## src/common/dacs_consts.svh

```systemverilog
`ifndef DACS_CONSTS_SVH
`define DACS_CONSTS_SVH
// ==================================================
// register offsets
`define DACS_STATUS_OFFS 12'h014
`define DACS_DIRECT_OFFS 12'h018
// ==================================================
// status fields
`define DACS_ST_EMPTY 0
`define DACS_ST_HALF 1
`define DACS_ST_FULL 2
`define DACS_ST_UNDER 3
`define DACS_ST_BURST 4
`define DACS_ST_BUSY 5
`define DACS_UNDER_RST 1'b0
`define DACS_BURST_RST 1'b0
// ==================================================
// direct command fields
`define DACS_DATA_MSB 15
`define DACS_CMD_MSB 19
`define DACS_CMD_LSB 16
`define DACS_MBZ_BIT 20
`define DACS_PV_HI_BIT 4
`define DACS_PV_LO_BIT 3
`define DACS_PV_RST 1'b0
// ==================================================
// command codes
`define DACS_CMD_NOP0 4'h0
`define DACS_CMD_LOAD_IN 4'h1
`define DACS_CMD_UPDATE 4'h2
`define DACS_CMD_LOAD_UPD 4'h3
`define DACS_CMD_CTRL 4'h4
`define DACS_CMD_NOP5 4'h5
`define DACS_CMD_NOP6 4'h6
`define DACS_CMD_DRESET 4'h7
`define DACS_CMD_RSVD 4'h8
`define DACS_CMD_NOCHAIN 4'h9
`define DACS_CMD_RD_IN 4'ha
`define DACS_CMD_RD_DAC 4'hb
`define DACS_CMD_NOPD 4'hd
`define DACS_CMD_NOPE 4'he
`define DACS_CMD_FRESET 4'hf
// ==================================================
// timing
`define DACS_CLK_NS 50
`define DACS_XFER_NS 1000
`define DACS_XFER_CYCLES ((`DACS_XFER_NS + `DACS_CLK_NS - 1) / `DACS_CLK_NS)
`define DACS_SCLK_DIV 2'd1
`define DACS_FRAME_BITS 5'd24
`endif

```

## src/common/dacs_pkg.sv

```systemverilog
package dacs_pkg;
   // ==================================================
   // carriers
   typedef struct packed {
      logic psel;
      logic penable;
      logic pwrite;
      logic [11:0] paddr;
      logic [31:0] pwdata;
   } dacs_apb_req_t;
   typedef struct packed {
      logic [31:0] prdata;
      logic pready;
      logic pslverr;
   } dacs_apb_rsp_t;
   typedef struct packed {
      logic sclk;
      logic sync_n;
      logic sdo;
   } dacs_ser_t;
   typedef struct packed {
      logic [16:0] level;
      logic [16:0] depth;
   } dacs_fifo_t;
   typedef struct packed {
      logic underflow;
      logic burst_start;
      logic burst_done;
      logic clear;
   } dacs_seq_evt_t;
   // ==================================================
   // enumerations
   typedef enum logic [3:0] {
      DACS_C_NOP,
      DACS_C_LOAD_IN,
      DACS_C_UPDATE,
      DACS_C_LOAD_UPD,
      DACS_C_CTRL,
      DACS_C_DRESET,
      DACS_C_NOCHAIN,
      DACS_C_FRESET,
      DACS_C_REFUSE
   } dacs_cmd_t;
   typedef enum logic [1:0] {
      DACS_S_IDLE,
      DACS_S_HIGH,
      DACS_S_LOW,
      DACS_S_END
   } dacs_sh_state_t;
   typedef enum logic [1:0] {
      DACS_A_NONE,
      DACS_A_STATUS,
      DACS_A_DIRECT
   } dacs_asel_t;
   // ==================================================
   // module state
   typedef struct packed {
      logic [1:0] cnt;
   } dacs_div_st_t;
   typedef struct packed {
      dacs_sh_state_t state;
      logic [23:0] sr;
      logic [4:0] bits;
      dacs_ser_t pins;
   } dacs_sh_st_t;
   typedef struct packed {
      logic underflow;
      logic burst_done;
      logic start;
      logic [23:0] frame;
      logic [4:0] hold;
      logic pv_hi;
      logic pv_lo;
      dacs_cmd_t last_cmd;
      logic [31:0] prdata;
   } dacs_main_st_t;
endpackage

```

## src/design/dacs_channel.sv

```systemverilog
// Functional notes
// - status bit 0 reads 1 when the sample FIFO is empty
// - status bit 1 reads 1 when occupancy is half of capacity or less
// - status bit 2 reads 1 when the FIFO is at full capacity
// - bit 3 set on fetch from empty FIFO, cleared by writing 1
// - bit 4 reads 0 during a burst, set at last sample, write 1 clears
// - status bit 5 reads 1 while a serial transfer is underway
// - direct write launches serial shift of command and data, about 2.5 us
// - busy rises at the direct write and stays high until the shift ends
// - direct path gives no readback of converter registers
// - word bits 15-0 are data, bits 19-16 the command code
// - code 0001 loads the input register only
// - code 0010 copies input register to output register
// - code 0011 loads input and output together
// - code 0100 writes the converter control register
// - code 0111 data reset to level chosen by the power-up bits
// - code 1001 disables chaining, floats unused serial output
// - code 1111 fully resets the converter to power-up state
// - codes 0,5,6,d,e do nothing; 8 reserved; a,b unsupported
// - channel clear forces empty and half flags to 1, full to 0
`timescale 1ns/100ps
`include "dacs_consts.svh"
module dacs_channel (
   // clock and reset
   input wire logic pclk,
   input wire logic presetn,
   // register bus
   input wire dacs_pkg::dacs_apb_req_t apb_req,
   output dacs_pkg::dacs_apb_rsp_t apb_rsp,
   // sequencer side
   input wire dacs_pkg::dacs_fifo_t fifo,
   input wire dacs_pkg::dacs_seq_evt_t seq_evt,
   // converter shadow
   output logic powerup_level_sel_hi,
   output logic powerup_level_sel_lo,
   output dacs_pkg::dacs_cmd_t last_cmd,
   // converter pins
   output dacs_pkg::dacs_ser_t dac_pins
);
   // ==================================================
   // helpers
   function automatic dacs_pkg::dacs_asel_t addr_sel(input logic [11:0] a);
      dacs_pkg::dacs_asel_t r;
      if (a == `DACS_STATUS_OFFS) begin
         r = dacs_pkg::DACS_A_STATUS;
      end else if (a == `DACS_DIRECT_OFFS) begin
         r = dacs_pkg::DACS_A_DIRECT;
      end else begin
         r = dacs_pkg::DACS_A_NONE;
      end
      return r;
   endfunction

   function automatic dacs_pkg::dacs_cmd_t cmd_class(input logic [3:0] c);
      dacs_pkg::dacs_cmd_t r;
      case (c)
         `DACS_CMD_LOAD_IN: begin
            r = dacs_pkg::DACS_C_LOAD_IN;
         end
         `DACS_CMD_UPDATE: begin
            r = dacs_pkg::DACS_C_UPDATE;
         end
         `DACS_CMD_LOAD_UPD: begin
            r = dacs_pkg::DACS_C_LOAD_UPD;
         end
         `DACS_CMD_CTRL: begin
            r = dacs_pkg::DACS_C_CTRL;
         end
         `DACS_CMD_DRESET: begin
            r = dacs_pkg::DACS_C_DRESET;
         end
         `DACS_CMD_NOCHAIN: begin
            r = dacs_pkg::DACS_C_NOCHAIN;
         end
         `DACS_CMD_FRESET: begin
            r = dacs_pkg::DACS_C_FRESET;
         end
         `DACS_CMD_RSVD,
         `DACS_CMD_RD_IN,
         `DACS_CMD_RD_DAC: begin
            r = dacs_pkg::DACS_C_REFUSE;
         end
         default: begin
            r = dacs_pkg::DACS_C_NOP;
         end
      endcase
      return r;
   endfunction

   // ==================================================
   // state and wires
   dacs_pkg::dacs_main_st_t s;
   dacs_pkg::dacs_main_st_t next_s;
   logic tick;
   logic sh_busy;
   logic busy;
   logic setup;
   logic wr;
   logic fifo_empty;
   logic fifo_half;
   logic fifo_full;
   logic [31:0] status_word;
   logic [31:0] wdata;
   dacs_pkg::dacs_asel_t sel;
   dacs_pkg::dacs_cmd_t cls;

   // ==================================================
   // bit rate divider and serial shifter
   dacs_div u_div (
      .pclk(pclk),
      .presetn(presetn),
      .tick(tick)
   );

   dacs_shift u_shift (
      .pclk(pclk),
      .presetn(presetn),
      .start(s.start),
      .frame(s.frame),
      .tick(tick),
      .busy(sh_busy),
      .pins(dac_pins)
   );

   // ==================================================
   // bus decode
   assign sel = addr_sel(apb_req.paddr);
   assign setup = apb_req.psel & ~apb_req.penable;
   assign wr = apb_req.psel & apb_req.penable & apb_req.pwrite;
   assign wdata = apb_req.pwdata;
   assign cls = cmd_class(wdata[`DACS_CMD_MSB:`DACS_CMD_LSB]);

   // one access cycle, error on unmapped addresses
   always_comb begin
      apb_rsp.prdata = s.prdata;
      apb_rsp.pready = apb_req.psel & apb_req.penable;
      apb_rsp.pslverr = apb_req.psel & apb_req.penable & (sel == dacs_pkg::DACS_A_NONE);
   end

   // ==================================================
   // FIFO flags
   always_comb begin
      if (seq_evt.clear) begin
         fifo_empty = 1'b1;
         fifo_half = 1'b1;
         fifo_full = 1'b0;
      end else begin
         fifo_empty = (fifo.level == 17'h00000);
         fifo_half = ({fifo.level, 1'b0} <= {1'b0, fifo.depth});
         fifo_full = (fifo.level >= fifo.depth);
      end
   end

   // shift running, request pending or minimum hold
   assign busy = s.start | sh_busy | (s.hold != 5'd0);

   always_comb begin
      status_word = 32'h00000000;
      status_word[`DACS_ST_EMPTY] = fifo_empty;
      status_word[`DACS_ST_HALF] = fifo_half;
      status_word[`DACS_ST_FULL] = fifo_full;
      status_word[`DACS_ST_UNDER] = s.underflow;
      status_word[`DACS_ST_BURST] = s.burst_done;
      status_word[`DACS_ST_BUSY] = busy;
   end

   // ==================================================
   // next state
   always_comb begin
      next_s = s;
      next_s.start = 1'b0;

      // read data captured in the setup cycle
      if (setup) begin
         if (sel == dacs_pkg::DACS_A_STATUS) begin
            next_s.prdata = status_word;
         end else begin
            next_s.prdata = 32'h00000000;
         end
      end

      if (s.hold != 5'd0) begin
         next_s.hold = s.hold - 5'd1;
      end

      // sticky flags, the hardware set wins over the host clear
      if (wr && sel == dacs_pkg::DACS_A_STATUS) begin
         if (wdata[`DACS_ST_UNDER]) begin
            next_s.underflow = 1'b0;
         end
         if (wdata[`DACS_ST_BURST]) begin
            next_s.burst_done = 1'b0;
         end
      end
      if (seq_evt.burst_start) begin
         next_s.burst_done = 1'b0;
      end
      if (seq_evt.underflow) begin
         next_s.underflow = 1'b1;
      end
      if (seq_evt.burst_done) begin
         next_s.burst_done = 1'b1;
      end

      // direct command, dropped while a transfer is still running
      if (wr && sel == dacs_pkg::DACS_A_DIRECT && !busy) begin
         next_s.last_cmd = cls;
         if (cls != dacs_pkg::DACS_C_REFUSE) begin
            next_s.start = 1'b1;
            next_s.hold = 5'(`DACS_XFER_CYCLES);
            next_s.frame = {4'h0, wdata[`DACS_CMD_MSB:`DACS_CMD_LSB],
                            wdata[`DACS_DATA_MSB:0]};
         end
         if (cls == dacs_pkg::DACS_C_CTRL) begin
            next_s.pv_hi = wdata[`DACS_PV_HI_BIT];
            next_s.pv_lo = wdata[`DACS_PV_LO_BIT];
         end
         if (cls == dacs_pkg::DACS_C_FRESET) begin
            next_s.pv_hi = `DACS_PV_RST;
            next_s.pv_lo = `DACS_PV_RST;
         end
      end
   end

   // ==================================================
   // registers
   always_ff @(posedge pclk or negedge presetn) begin
      if (!presetn) begin
         s <= '{underflow: `DACS_UNDER_RST,
                burst_done: `DACS_BURST_RST,
                start: 1'b0,
                frame: 24'h000000,
                hold: 5'd0,
                pv_hi: `DACS_PV_RST,
                pv_lo: `DACS_PV_RST,
                last_cmd: dacs_pkg::DACS_C_NOP,
                prdata: 32'h00000000};
      end else begin
         s <= next_s;
      end
   end

   // ==================================================
   // outputs
   assign powerup_level_sel_hi = s.pv_hi;
   assign powerup_level_sel_lo = s.pv_lo;
   assign last_cmd = s.last_cmd;
endmodule

```

## src/design/dacs_div.sv

```systemverilog
`timescale 1ns/100ps
`include "dacs_consts.svh"
module dacs_div (
   // clock and reset
   input wire logic pclk,
   input wire logic presetn,
   // bit rate enable
   output logic tick
);
   dacs_pkg::dacs_div_st_t s;
   dacs_pkg::dacs_div_st_t next_s;

   always_comb begin
      next_s = s;
      tick = 1'b0;
      if (s.cnt == `DACS_SCLK_DIV - 2'd1) begin
         next_s.cnt = 2'd0;
         tick = 1'b1;
      end else begin
         next_s.cnt = s.cnt + 2'd1;
      end
   end

   always_ff @(posedge pclk or negedge presetn) begin
      if (!presetn) begin
         s <= '0;
      end else begin
         s <= next_s;
      end
   end
endmodule

```

## src/design/dacs_shift.sv

```systemverilog
`timescale 1ns/100ps
`include "dacs_consts.svh"
module dacs_shift (
   // clock and reset
   input wire logic pclk,
   input wire logic presetn,
   // request
   input wire logic start,
   input wire logic [23:0] frame,
   input wire logic tick,
   output logic busy,
   // converter pins
   output dacs_pkg::dacs_ser_t pins
);
   dacs_pkg::dacs_sh_st_t s;
   dacs_pkg::dacs_sh_st_t next_s;

   assign busy = (s.state != dacs_pkg::DACS_S_IDLE);
   assign pins = s.pins;

   // ==================================================
   // frame sequencer, msb first, converter samples on sclk fall
   always_comb begin
      next_s = s;
      case (s.state)
         dacs_pkg::DACS_S_IDLE: begin
            if (start) begin
               next_s.sr = frame;
               next_s.bits = 5'd0;
               next_s.pins.sync_n = 1'b0;
               next_s.state = dacs_pkg::DACS_S_HIGH;
            end
         end
         dacs_pkg::DACS_S_HIGH: begin
            if (tick) begin
               next_s.pins.sclk = 1'b1;
               next_s.pins.sdo = s.sr[23];
               next_s.state = dacs_pkg::DACS_S_LOW;
            end
         end
         dacs_pkg::DACS_S_LOW: begin
            if (tick) begin
               next_s.pins.sclk = 1'b0;
               next_s.sr = {s.sr[22:0], 1'b0};
               next_s.bits = s.bits + 5'd1;
               if (s.bits == `DACS_FRAME_BITS - 5'd1) begin
                  next_s.state = dacs_pkg::DACS_S_END;
               end else begin
                  next_s.state = dacs_pkg::DACS_S_HIGH;
               end
            end
         end
         default: begin
            if (tick) begin
               next_s.pins.sync_n = 1'b1;
               next_s.pins.sdo = 1'b0;
               next_s.state = dacs_pkg::DACS_S_IDLE;
            end
         end
      endcase
   end

   always_ff @(posedge pclk or negedge presetn) begin
      if (!presetn) begin
         s <= '{state: dacs_pkg::DACS_S_IDLE, sr: 24'h000000, bits: 5'd0,
                pins: '{sclk: 1'b0, sync_n: 1'b1, sdo: 1'b0}};
      end else begin
         s <= next_s;
      end
   end
endmodule

```

## config.mk

```make
export PLATFORM = sky130hd
export DESIGN_NAME = dacs_channel
export DESIGN_NICKNAME = d
export VERILOG_FILES = /design/src/common/dacs_pkg.sv /design/src/design/dacs_channel.sv /design/src/design/dacs_div.sv /design/src/design/dacs_shift.sv
export VERILOG_INCLUDE_DIRS = /design/src /design/src/common
export SDC_FILE = /design/constraint.sdc
export NUM_CORES = 1
export LEC_CHECK = 0
export BUFFER_PORTS_ARGS = -buffer_cell sky130_fd_sc_hd__buf_2
export CAP_MARGIN = 20
export CORE_AREA = 2 2 118 120
export CTS_BUF_LIST = sky130_fd_sc_hd__clkbuf_4 sky130_fd_sc_hd__clkbuf_8
export CTS_CLUSTER_SIZE = 25
export DETAILED_ROUTE_END_ITERATION = 6
export DIE_AREA = 0 0 120 122
export GPL_ROUTABILITY_DRIVEN = 0
export PLACE_DENSITY = 0.68
export SYNTH_ARGS = -nofsm -noshare
export SYNTH_HDL_FRONTEND = slang
export SYNTH_SLANG_ARGS = --single-unit
export TNS_END_PERCENT = 20
```

## constraint.sdc

```tcl
create_clock -name pclk -period 3.4 [get_ports pclk]
set_input_delay 0.68 -clock pclk [delete_from_list [all_inputs] [get_ports pclk]]
set_output_delay 0.68 -clock pclk [all_outputs]
set_load 0.02 [all_outputs]
```

* Word level (Yosys, flattened, before mapping)
Memories as Yosys holds them, arrays and structs flattened.
Cells that the tools add are included.
** Word-level totals
- Register bits :: 102
- Latch bits :: 0
- RAM bits :: 0
- ROM bits :: 64
- Input port bits :: 87
- Output and inout port bits :: 43
- Memories :: 1
** Memory list
- (no name shown) :: words 16, bits a word 4, read ports 1, clocked after Yosys merged registers in 0, write ports 0, RTL line dacs_channel.sv:56 : case (c)
** Operators by class
- Add/sub/neg operators :: 3
- $mul :: 0
- Divide/modulo/power cells :: 0
- Magnitude comparators :: 2
- Eq/ne operators :: 13
- Shift operators :: 0
- Multiplexer cells :: 32
- Bitwise operators :: 9
- Reductions and logical operators :: 29
** Operators with widths (number)
- 29-bit one-hot mux with 2 select lines :: 1
- 36-bit 2-to-1 mux :: 1
- 32-bit 2-to-1 mux :: 1
- 31-bit 2-to-1 mux :: 1
- 30-bit 2-to-1 mux :: 1
- 12-bit by 5-bit == test with 1-bit output (second input constant) :: 2
- 18-bit by 17-bit <= comparator with 1-bit output :: 1
- 2-bit 2-to-1 mux :: 9
- 17-bit >= comparator :: 1
- 17-bit zero test :: 1
- 2-bit nonzero test :: 7
- 1-bit 2-to-1 mux :: 12
- 2-bit AND reduction :: 5
- 3-bit AND reduction :: 3
- 4-bit by 3-bit == test with 1-bit output (second input constant) :: 2
- 2-bit zero test :: 3
- 6-bit 2-to-1 mux :: 1
- 2-bit inequality test (second input constant) :: 3
- 1-bit one-hot mux with 2 select lines :: 3
- 2-bit one-hot mux with 3 select lines :: 1
- 3-bit nonzero test :: 2
- 5-bit by 1-bit adder with 5-bit output (second input constant) :: 1
- 5-bit == test (second input constant) :: 1
- 5-bit 2-to-1 mux :: 1
- other kinds (13) :: 24

* Logic depth before layout (Yosys ltp)
Gate-level depths: netlist (run 1).
- Depth after elaboration :: 8
- Depth in mapped cells :: 8
- Gate-level depth less buffers :: 7

* By module
Synthesis (run 1) repeated with hierarchy kept, for this count alone.
** Unflattened totals
- Cells, all modules :: 466
- Area, all modules :: 4799.6 um^2
** Modules (own cells, without submodules)
- dacs_channel :: instances 1, cells an instance 283, area an instance 2905.3 um^2, sequential area each 1001.0 um^2
- dacs_shift :: instances 1, cells an instance 177, area an instance 1811.7 um^2, sequential area each 852.1 um^2
- dacs_div :: instances 1, cells an instance 6, area an instance 82.6 um^2, sequential area each 50.0 um^2

* Worst setup path before layout (run 1)
Ideal clock, no wire load.
- Kind :: input -> output
- From :: in apb_req[39] in the netlist's numbering
- To :: out apb_rsp[0] in the netlist's numbering
- Arrival time :: 1.607 ns
- Path slack :: 1.113 ns
- Stages :: 4
- Cells stage by stage :: nor4_1 nand3_2 a21o_1 and2_1
** RTL lines
- start: declaration :: RTL line dacs_channel.sv:28 : input wire dacs_pkg::dacs_apb_req_t apb_req,
- end: declaration :: RTL line dacs_channel.sv:29 : output dacs_pkg::dacs_apb_rsp_t apb_rsp,

==> results.json, run 1 <==
{
  "status": "finished clean",
  "cts_resized": 0,
  "tightest_slew_ps": 964,
  "peakVddDrop_mv": 0.276,
  "period_needed_ps": 2570,
  "grt_pass1_wl_mm": 15.9,
  "path_clk_slew_ps": 80,
  "h-tree-depth": 3,
  "start_util_pct": 33.8,
  "clockRootBuffer": "clkbuf_8",
  "yosysSeqAreaShare_pct": 41.6,
  "drtPass1Iterations": 5,
  "num_vias": 3448,
  "fin_setup_tns_ps": 0,
  "antenna_found_initial": 1,
  "drive_gt1_share_pct": 23.9,
  "core-area_um2": 13500,
  "yosysWarnings": 0,
  "period_share_pct": 75.6,
  "rows": 43,
  "seq_area_um2": 1900,
  "power_density_nw_per_um2": 475,
  "multi_input_area_um2": 2300,
  "critPathMaxFanout": 8,
  "remaining_drc_errors": 0,
  "fin_nets": 656,
  "ioPinCount": 130,
  "ctsHoldBuffers": 0,
  "via_per_inst": 4.84,
  "cts_setup_buffers": 0,
  "final.fill_count": 1334,
  "fin_worst_skew_ps": 9.73,
  "clockBufferDepth": 2,
  "die_y_um": 122,
  "wl_per_cell_um": 13.6,
  "critPathArrivalTime_ps": 1890,
  "critical_path_required_ps": 2720,
  "clock.fmax_mhz": 389,
  "synth_cells": 449,
  "avgSynthCellArea_um2": 10.2,
  "grt_max_degree": 77,
  "clkLatencyLatePin_ps": 340,
  "cts.sinks": 76,
  "ant_nets": 0,
  "synth_top_area_share_pct": 41.1,
  "diodes": 0,
  "die_x_um": 120,
  "synth_edf_count": 0,
  "hold_viol": 0,
  "leakagePower_nw": 2.64,
  "grt_overflow": 0,
  "hold_class": "input pin to asynchronous set/reset pin",
  "slew-limit-headroom_pct": 35.7,
  "cts_tree": "done",
  "drt-total-wl_mm": 9.65,
  "yosysUniqueCellTypes": 58,
  "cts-buffers-inserted": 9,
  "drv_slew": 0,
  "track_usage_pct": 13.5,
  "yosysTopAreaCell": "dfrtp_1",
  "fin_util_pct": 38.8,
  "drtIter0Drc": 198,
  "synth_area_leaders": "dfrtp_1 41%, ha_1 11%, buf_4 6.7%",
  "port_buffers": 91,
  "syn_area_um2": 4570,
  "dieArea_um2": 14600,
  "crit_type": "input pin to output port",
  "rsz0062_at_grt": "false",
  "setup_viol": 0,
  "area_growth_pct": 14.7,
  "maxCapViolations": 0,
  "dpl.hpwl_mm": 7.50,
  "synthFlopType": "dfrtp_1",
  "crit_path_start_kind": "input pin",
  "synth-seq-cells": 76,
  "grt_pass1_vias": 3416,
  "cp-end-kind": "output port",
  "async_flop_share_pct": 100
}
[flip-flops by register name (all words and copies together), names as in the netlist]
signal / flops
u_div.s: 2
s: 28
powerup_level_sel_lo: 1
last_cmd: 4
apb_rsp: 6
u_shift.pins: 3
u_shift.s: 31
powerup_level_sel_hi: 1
[layout by cell type (no fill, tap or decap), drive strengths merged, types with 3 or more instances in the layout]
cell      count
a31oi         4
o21ai        38
nor2b         5
nand2b        6
mux2         23
xnor2         3
a22o          9
a21oi        13
ha           42
o31ai         3
dfrtp        75
a21o          8
clkbuf        9
nor3          6
buf          94
mux2i        19
a211oi        4
nor4          8
nand4         5
conb         26
clkinvlp      3
nand3         6
nand2        50
inv          30
nor2         11
[cell type report]
type	instances	area share, %
Sequential cell	76	36.3
Clock inverter	7	1.91
Inverter	29	2.08
Tap cell	180	4.30
Multi-Input combinational cell	317	43.9
Clock buffer	9	2.36
Timing Repair Buffer	94	9.16
[critical path, cell delays in order]
cell     delay, ps
buf_2           90
nor4_1         330
nand3_2        280
a21o_1         220
and2_1         140
buf_2          150
[layer usage]
metal  track usage (%)  share of wire, %
met5                 0              0.11
met3              3.46               6.1
met4              4.34               1.2
met2              23.2                49
met1              16.4                44
[through the flow]
stage	cells	setup slack [ps]	instance area [µm²]	hold slack, ps	total power [mW]
CTS	712	791	5240	485	2.52
finish	712	828	5240	480	2.49
global route	712	646	5240	510	2.66
floorplan	474	1110	4660	384	1.58
global placement	696	835	5020	459	1.72
detailed placement	696	790	5020	460	1.75
[cells by family (layout without fill, tap and decap cells)]
| family | Yosys count | count (layout) | synth area share [%] |
|---|---|---|---|
| AO/OA/AOI/OAI | 91 | 91 | 12.5 |
| flip-flops | 76 | 76 | 41.6 |
| buffers and inverters | 81 | 139 | 10.1 |
| adder cells (fa/ha/maj) | 42 | 42 | 11.5 |
| other | 1 | 26 | 0.0820 |
| multiplexers | 42 | 42 | 9.99 |
| XOR/XNOR | 3 | 3 | 0.575 |
| AND/OR/NAND/NOR | 113 | 113 | 13.7 |
[worst paths after layout]
path	to	depth (start not counted)	slack, ps	start
setup / recovery	apb_rsp[0]	6	830	apb_req[39]
hold / removal	u_div.s[0]	1	480	presetn
setup reg to reg	u_shift.s[5]	8	1090	u_shift.s[32]
hold reg to reg	apb_rsp[3]	2	480	apb_rsp[3]
max in group asynchronous	s[58]	1	2290	presetn
min in group pclk	apb_rsp[3]	2	480	apb_rsp[3]
[power breakdown]
group	switching [mW]	internal [mW]	leakage (nW)
registers	0.0494	0.958	1.04
logic	0.455	0.264	1.50
clock network	0.347	0.417	0.102
[cells in the mapped netlist (2+ instances only)]
| library cell | count |
|---|---|
| dfrtp_1 | 75 |
| nand2_1 | 49 |
| ha_1 | 42 |
| buf_4 | 41 |
| o21ai_0 | 36 |
| inv_1 | 29 |
| mux2i_1 | 19 |
| mux2_1 | 17 |
| a21oi_1 | 13 |
| nor2_1 | 11 |
| a22o_1 | 9 |
| a21o_1 | 8 |
| clkbuf_1 | 7 |
| nand2b_1 | 6 |
| nor4_1 | 6 |
| nand3_1 | 5 |
| nand4_1 | 5 |
| nor2b_1 | 5 |
| nor3_1 | 5 |
| a211oi_1 | 4 |
| a31oi_1 | 4 |
| mux2_2 | 4 |
| o31ai_1 | 3 |
| xnor2_1 | 3 |
| a32oi_1 | 2 |
| and2_1 | 2 |
| buf_1 | 2 |
| buf_2 | 2 |
| mux2_4 | 2 |
| o21a_1 | 2 |
| o21ai_1 | 2 |
| o2bb2ai_1 | 2 |
| or3_1 | 2 |
Power figures use the tool's default switching activity.
==> inputs of run 2 (changes only) <==
- clock period: 3.4 -> 2.5 ns (I/O delays scaled with it)
==> run 2 against run 1 <==
Compared with the run above:
- worst setup slack worse by 580 ps
- non-clock buffer count is 2 higher
- combinational power is 38% higher
- die area stayed put
- wire length is 0.57% higher
- clock skew is 4.5 ps lower
- sequential cell count stayed put
- sequential share of layout area hardly changed
- first-iteration DRC count is 26% lower
- register-to-register slack worse by 770 ps
- hold slack worse by 380 ps
- critical path depth stayed put
- critical endpoint unchanged
- largest cell class unchanged
- largest power group unchanged
- highest routed layer unchanged
==> results.json, run 2 (synthesized netlist as in run 1, its figures left out) <==
{
  "status": "finished clean",
  "wl_per_cell_um": 13.6,
  "power_density_nw_per_um2": 611,
  "port_buffers": 91,
  "critPathMaxFanout": 8,
  "final_area_um2": 5240,
  "diodes": 0,
  "period_needed_ps": 2260,
  "num_vias": 3440,
  "cp-end-kind": "output port",
  "ant_nets": 0,
  "largest_register": "u_shift.s",
  "hold_viol": 0,
  "clock.fmax_mhz": 443,
  "critPathArrivalTime_ps": 1760,
  "grt_max_degree": 47,
  "swShare_pct": 35.0,
  "cts_resized": 0,
  "grt_pass1_wl_mm": 16.2,
  "area_growth_pct": 14.6,
  "ioPinCount": 130,
  "rows": 43,
  "final.fill_count": 1348,
  "peakVddDrop_mv": 0.340,
  "die_y_um": 122,
  "leakagePower_nw": 2.64,
  "dieArea_um2": 14600,
  "clkPwrFrac_pct": 26.0,
  "place_area_um2": 5060,
  "clockRootBuffer": "clkbuf_8",
  "fin_nets": 658,
  "final_common_cell": "buf_2",
  "seqPwrFrac_pct": 42.9,
  "setup_viol": 0,
  "fin_setup_tns_ps": 0,
  "period_share_pct": 90.2,
  "cts.sinks": 76,
  "drv_slew": 0,
  "drtPass1Iterations": 4,
  "finalPower_mw": 3.20,
  "power_frac_comb_pct": 31.0,
  "remaining_drc_errors": 0,
  "critical_path_required_ps": 2000,
  "path_buf_inv": 2,
  "fin_worst_skew_ps": 5.19,
  "cts-buffers-inserted": 9,
  "drive_gt1_share_pct": 24.2,
  "core-area_um2": 13500,
  "track_usage_pct": 13.8,
  "hold_class": "input pin to asynchronous set/reset pin",
  "multi_input_area_um2": 2300,
  "seq_area_um2": 1900,
  "grt_overflow": 0,
  "largest_register_ff_count": 31,
  "intPower_mw": 2.08,
  "antenna_found_initial": 1,
  "cpPeakStageDelay_ps": 340,
  "final_cell_mix": "90 x buf_2, 75 x dfrtp_1, 49 x nand2_1",
  "path_clk_slew_ps": 70,
  "cp_cell_sequence": "buf_2 -> nor4_1 -> nand3_2 -> a21o_1 -> and2_1 -> buf_2",
  "path_common_cell": "buf_2",
  "maxCapViolations": 0,
  "via_per_inst": 4.82,
  "drtIter0Drc": 146,
  "grt_pass1_vias": 3451,
  "drt-total-wl_mm": 9.70,
  "cp_top_family": "simple AND/OR/NAND/NOR gates",
  "crit_path_start_kind": "input pin",
  "cts_setup_buffers": 0,
  "crit_type": "input pin to output port",
  "clkLatencyLatePin_ps": 340,
  "ctsHoldBuffers": 0,
  "clockBufferDepth": 2,
  "p_switching_mw": 1.12,
  "cts_tree": "done",
  "die_x_um": 120,
  "start_util_pct": 33.8,
  "crit_path_top_delay_cell": "nor4_1",
  "rsz0062_at_grt": "false",
  "h-tree-depth": 3,
  "dpl.hpwl_mm": 7.69
}
## run 2: power groups by stage
stage	Sequential, mW	Clock [mW]	Combinational, mW
4_1_cts	1.37	0.869	1.00
2_1_floorplan	1.38	0	0.770
3_3_place_gp	1.39	0	0.962
6_report	1.37	0.832	0.993
3_5_place_dp	1.39	0	0.997
5_1_grt	1.38	0.924	1.13
## run 2: final timing paths
kind,start,to,slack [ps],cells past startpoint
min reg2reg,apb_rsp[3],apb_rsp[3],480,2
max reg2reg,u_shift.s[32],last_cmd[3],320,6
min,presetn,u_div.s[0],100,1
max in group asynchronous,presetn,u_shift.s[26],1820,2
max,apb_req[39],apb_rsp[0],240,6
min in group pclk,seq_evt[3],s[69],330,2
## run 2: routing by layer
metal  vias up  part of all wire (%)  track usage, %  routed length (µm)
li1       1681                     -               -                   -
met1      1645                    45            17.1                4330
met2        88                    48            22.7                4620
met3        24                   5.1            3.84                 498
met4         2                   2.5            5.44                 244
met5         -                  0.16               0                  16
## run 2: area by class of cell
cell class                      instances  area share [%]
Tap cell                              180            4.30
Inverter                               29            2.08
Clock buffer                           12            2.92
Timing Repair Buffer                   96            9.94
Sequential cell                        76            36.3
Clock inverter                          4           0.478
Multi-Input combinational cell        317            43.9
## run 2: worst reg2reg max path, cell delays in order, from the launching register on
cell and delay (ps):
dfrtp_1 420, inv_1 110, ha_1 230, nor2b_1 380, nand2_4 130, or3_1 460
mux2_4 330
## run 2: through the flow
step                hold slack [ps]  setup slack (ps)  cells  util (%)
floorplan                       204               450    474         -
global placement                459               286    698      37.5
detailed placement              461               213    698      37.5
CTS                             115               221    714      38.8
global route                    120              77.1    714      38.8
finish                          100               244    714      38.8
==> inputs of run 3 (changes only) <==
- ABC_AREA: default -> 1
- CORE_AREA: 2 2 118 120 -> 2 2 121 123
- DIE_AREA: 0 0 120 122 -> 0 0 123 125
- PLACE_DENSITY: 0.68 -> 0.67
- SETUP_SLACK_MARGIN: default -> 0.02
==> run 3 against run 2 <==
Compared with the run above:
- synthesized area rose by 5.4%
- wire length fell by 2.7%
- global-route usage fell by 0.59 points
- count of clock-buffer cells in the layout fell by 3
- critical path type is now flip-flop to flip-flop
==> results.json, run 3 <==
{
  "synth_edf_count": 0,
  "area_growth_pct": 14.1,
  "ioPinCount": 130,
  "setup_viol": 0,
  "drtPass1Iterations": 4,
  "ys_top_cells_by_count": "168 x nand2_1, 93 x inv_1, 75 x dfrtp_1",
  "grt_pass1_vias": 3691,
  "fin_util_pct": 38.7,
  "cts_setup_buffers": 0,
  "clkLatencyLatePin_ps": 350,
  "r2r_slack_ps": 480,
  "timing.rr.start": "u_shift.s[32]",
  "ctsHoldBuffers": 0,
  "cts-buffers-inserted": 9,
  "remaining_drc_errors": 0,
  "clockBufferDepth": 2,
  "period_needed_ps": 2020,
  "die_y_um": 125,
  "hold_viol": 0,
  "layout_setup_ws_ps": 482,
  "cts_tree": "done",
  "die_x_um": 123,
  "clock.fmax_mhz": 495,
  "synth_cells": 607,
  "final_cells": 874,
  "period_share_pct": 80.7,
  "via_per_inst": 4.35,
  "cts.sinks": 76,
  "rsz0062_at_grt": "false",
  "fin_setup_tns_ps": 0,
  "final_cell_mix": "168 x nand2_1, 93 x inv_1, 90 x buf_2",
  "maxCapViolations": 0,
  "async_flop_share_pct": 100,
  "core-area_um2": 14200,
  "yosysSeqAreaShare_pct": 39.5,
  "avgSynthCellArea_um2": 7.94,
  "diodes": 0,
  "fin_nets": 814,
  "dieArea_um2": 15400,
  "critical_path_required_ps": 2790,
  "status": "finished clean",
  "dp_slack_ps": 393,
  "drv_slew": 0,
  "seq_area_um2": 1900,
  "yosysWarnings": 0,
  "yosysMostFrequentCell": "nand2_1",
  "critPathMaxFanout": 20,
  "track_usage_pct": 13.2,
  "largest_register_ff_count": 31,
  "grt_max_degree": 42,
  "drtIter0Drc": 195,
  "synth_top_area_share_pct": 39.0,
  "final.fill_count": 1499,
  "crit_path_start_kind": "flip-flop",
  "cts_resized": 0,
  "drt-total-wl_mm": 9.44,
  "slew-limit-headroom_pct": 66.4,
  "dpl.hpwl_mm": 7.37,
  "critPathArrivalTime_ps": 2310,
  "ant_nets": 0,
  "placedCellCount": 858,
  "clockRootBuffer": "clkbuf_8",
  "leakagePower_nw": 3.08,
  "peakVddDrop_mv": 0.483,
  "num_vias": 3806,
  "largest_register": "u_shift.s",
  "timing.rr.end": "s[45]",
  "start_util_pct": 33.9,
  "synth_area_leaders": "dfrtp_1 39%, nand2_1 13%, ha_1 11%",
  "cp-end-kind": "flip-flop",
  "antenna_found_initial": 0,
  "holdWs_ps": 97.2,
  "yosysUniqueCellTypes": 40,
  "path_clk_slew_ps": 90,
  "syn_area_um2": 4820,
  "yosysTopAreaCell": "dfrtp_1",
  "fin_worst_skew_ps": 12.2,
  "tightest_slew_ps": 503,
  "reg2regPathDepth": 10,
  "rows": 44,
  "final_common_cell": "nand2_1",
  "grt_overflow": 0,
  "synthFlopType": "dfrtp_1",
  "drive_gt1_share_pct": 19.4,
  "hold_class": "input pin to asynchronous set/reset pin",
  "wl_per_cell_um": 10.8,
  "power_density_nw_per_um2": 731,
  "crit_type": "flip-flop to flip-flop",
  "grt_pass1_wl_mm": 16.5,
  "port_buffers": 91,
  "multi_input_area_um2": 2260,
  "h-tree-depth": 3,
  "synth-seq-cells": 76
}
run 3: changes by cell type in the layout (fill, tap and decap cells not counted), sizes merged, moves of 18 or more:
cell / delta
nand2: +123
o211ai: +19
mux2: -23
inv: +70
nor2: +26
mux2i: -18
run 3: report_power, final:
part           internal [mW]  switching (mW)
clock                  0.578           0.486
combinational          0.494           0.895
sequential              1.47          0.0910
total                   2.55            1.47
run 3: cell type report:
cell class	instances	area share [%]
sequential	76	34.6
clock buffer	9	2.25
timing repair buffer	95	9.34
clock inverter	7	1.89
tap	184	4.19
inverter	96	6.58
multi-input combinational	407	41.1
run 3: how the worst max path moves through the flow:
stage / startpoint / end / slack (ps) / depth (start not counted)
after global placement: apb_req[17] / s[60] / 470 / 7
after global routing: u_shift.s[32] / s[49] / 150 / 10
final: u_shift.s[32] / s[45] / 480 / 10
after CTS: u_shift.s[32] / s[62] / 430 / 9
after detailed placement: apb_req[17] / s[62] / 390 / 8
after floorplan: apb_req[43] / apb_rsp[0] / 840 / 4
run 3: metrics by stage:
step,instance area (µm²),power (mW)
5_1_grt,5500,4.38
3_5_place_dp,5270,2.99
4_1_cts,5500,4.08
6_report,5500,4.02
2_1_floorplan,4910,2.69
3_3_place_gp,5270,2.96
run 3: kinds of logic (layout without fill, tap and decap cells):
| logic type | Yosys count | in the layout | synth area share [%] |
|---|---|---|---|
| and+or+nand+nor | 252 | 252 | 23.1 |
| other | 1 | 26 | 0.0778 |
| adders and majority gates | 42 | 42 | 10.9 |
| buffers and inverters | 149 | 207 | 15.5 |
| DFF | 76 | 76 | 39.5 |
| AOI/OAI and AO/OA | 85 | 85 | 10.5 |
| muxes | 1 | 1 | 0.208 |
| xor gates and xnor gates | 1 | 1 | 0.182 |
run 3: worst max-delay path, cell delays in order, from the launching register on:
cell and delay, ps:
dfrtp_1 420, inv_1 140, ha_1 230, nand2_1 110, inv_1 130, nand2_4 80
clkinv_2 80, nand4_4 150, nor2_4 450, nand2_1 90, nand2_1 80
run 3: per-layer routing:
| layer | wire length, µm | global-route usage, % |
|---|---|---|
| met1 | 4350 | 17.0 |
| met2 | 4520 | 22.0 |
| met3 | 415 | 2.83 |
| met4 | 157 | 4.08 |
| met5 | 0 | 0 |
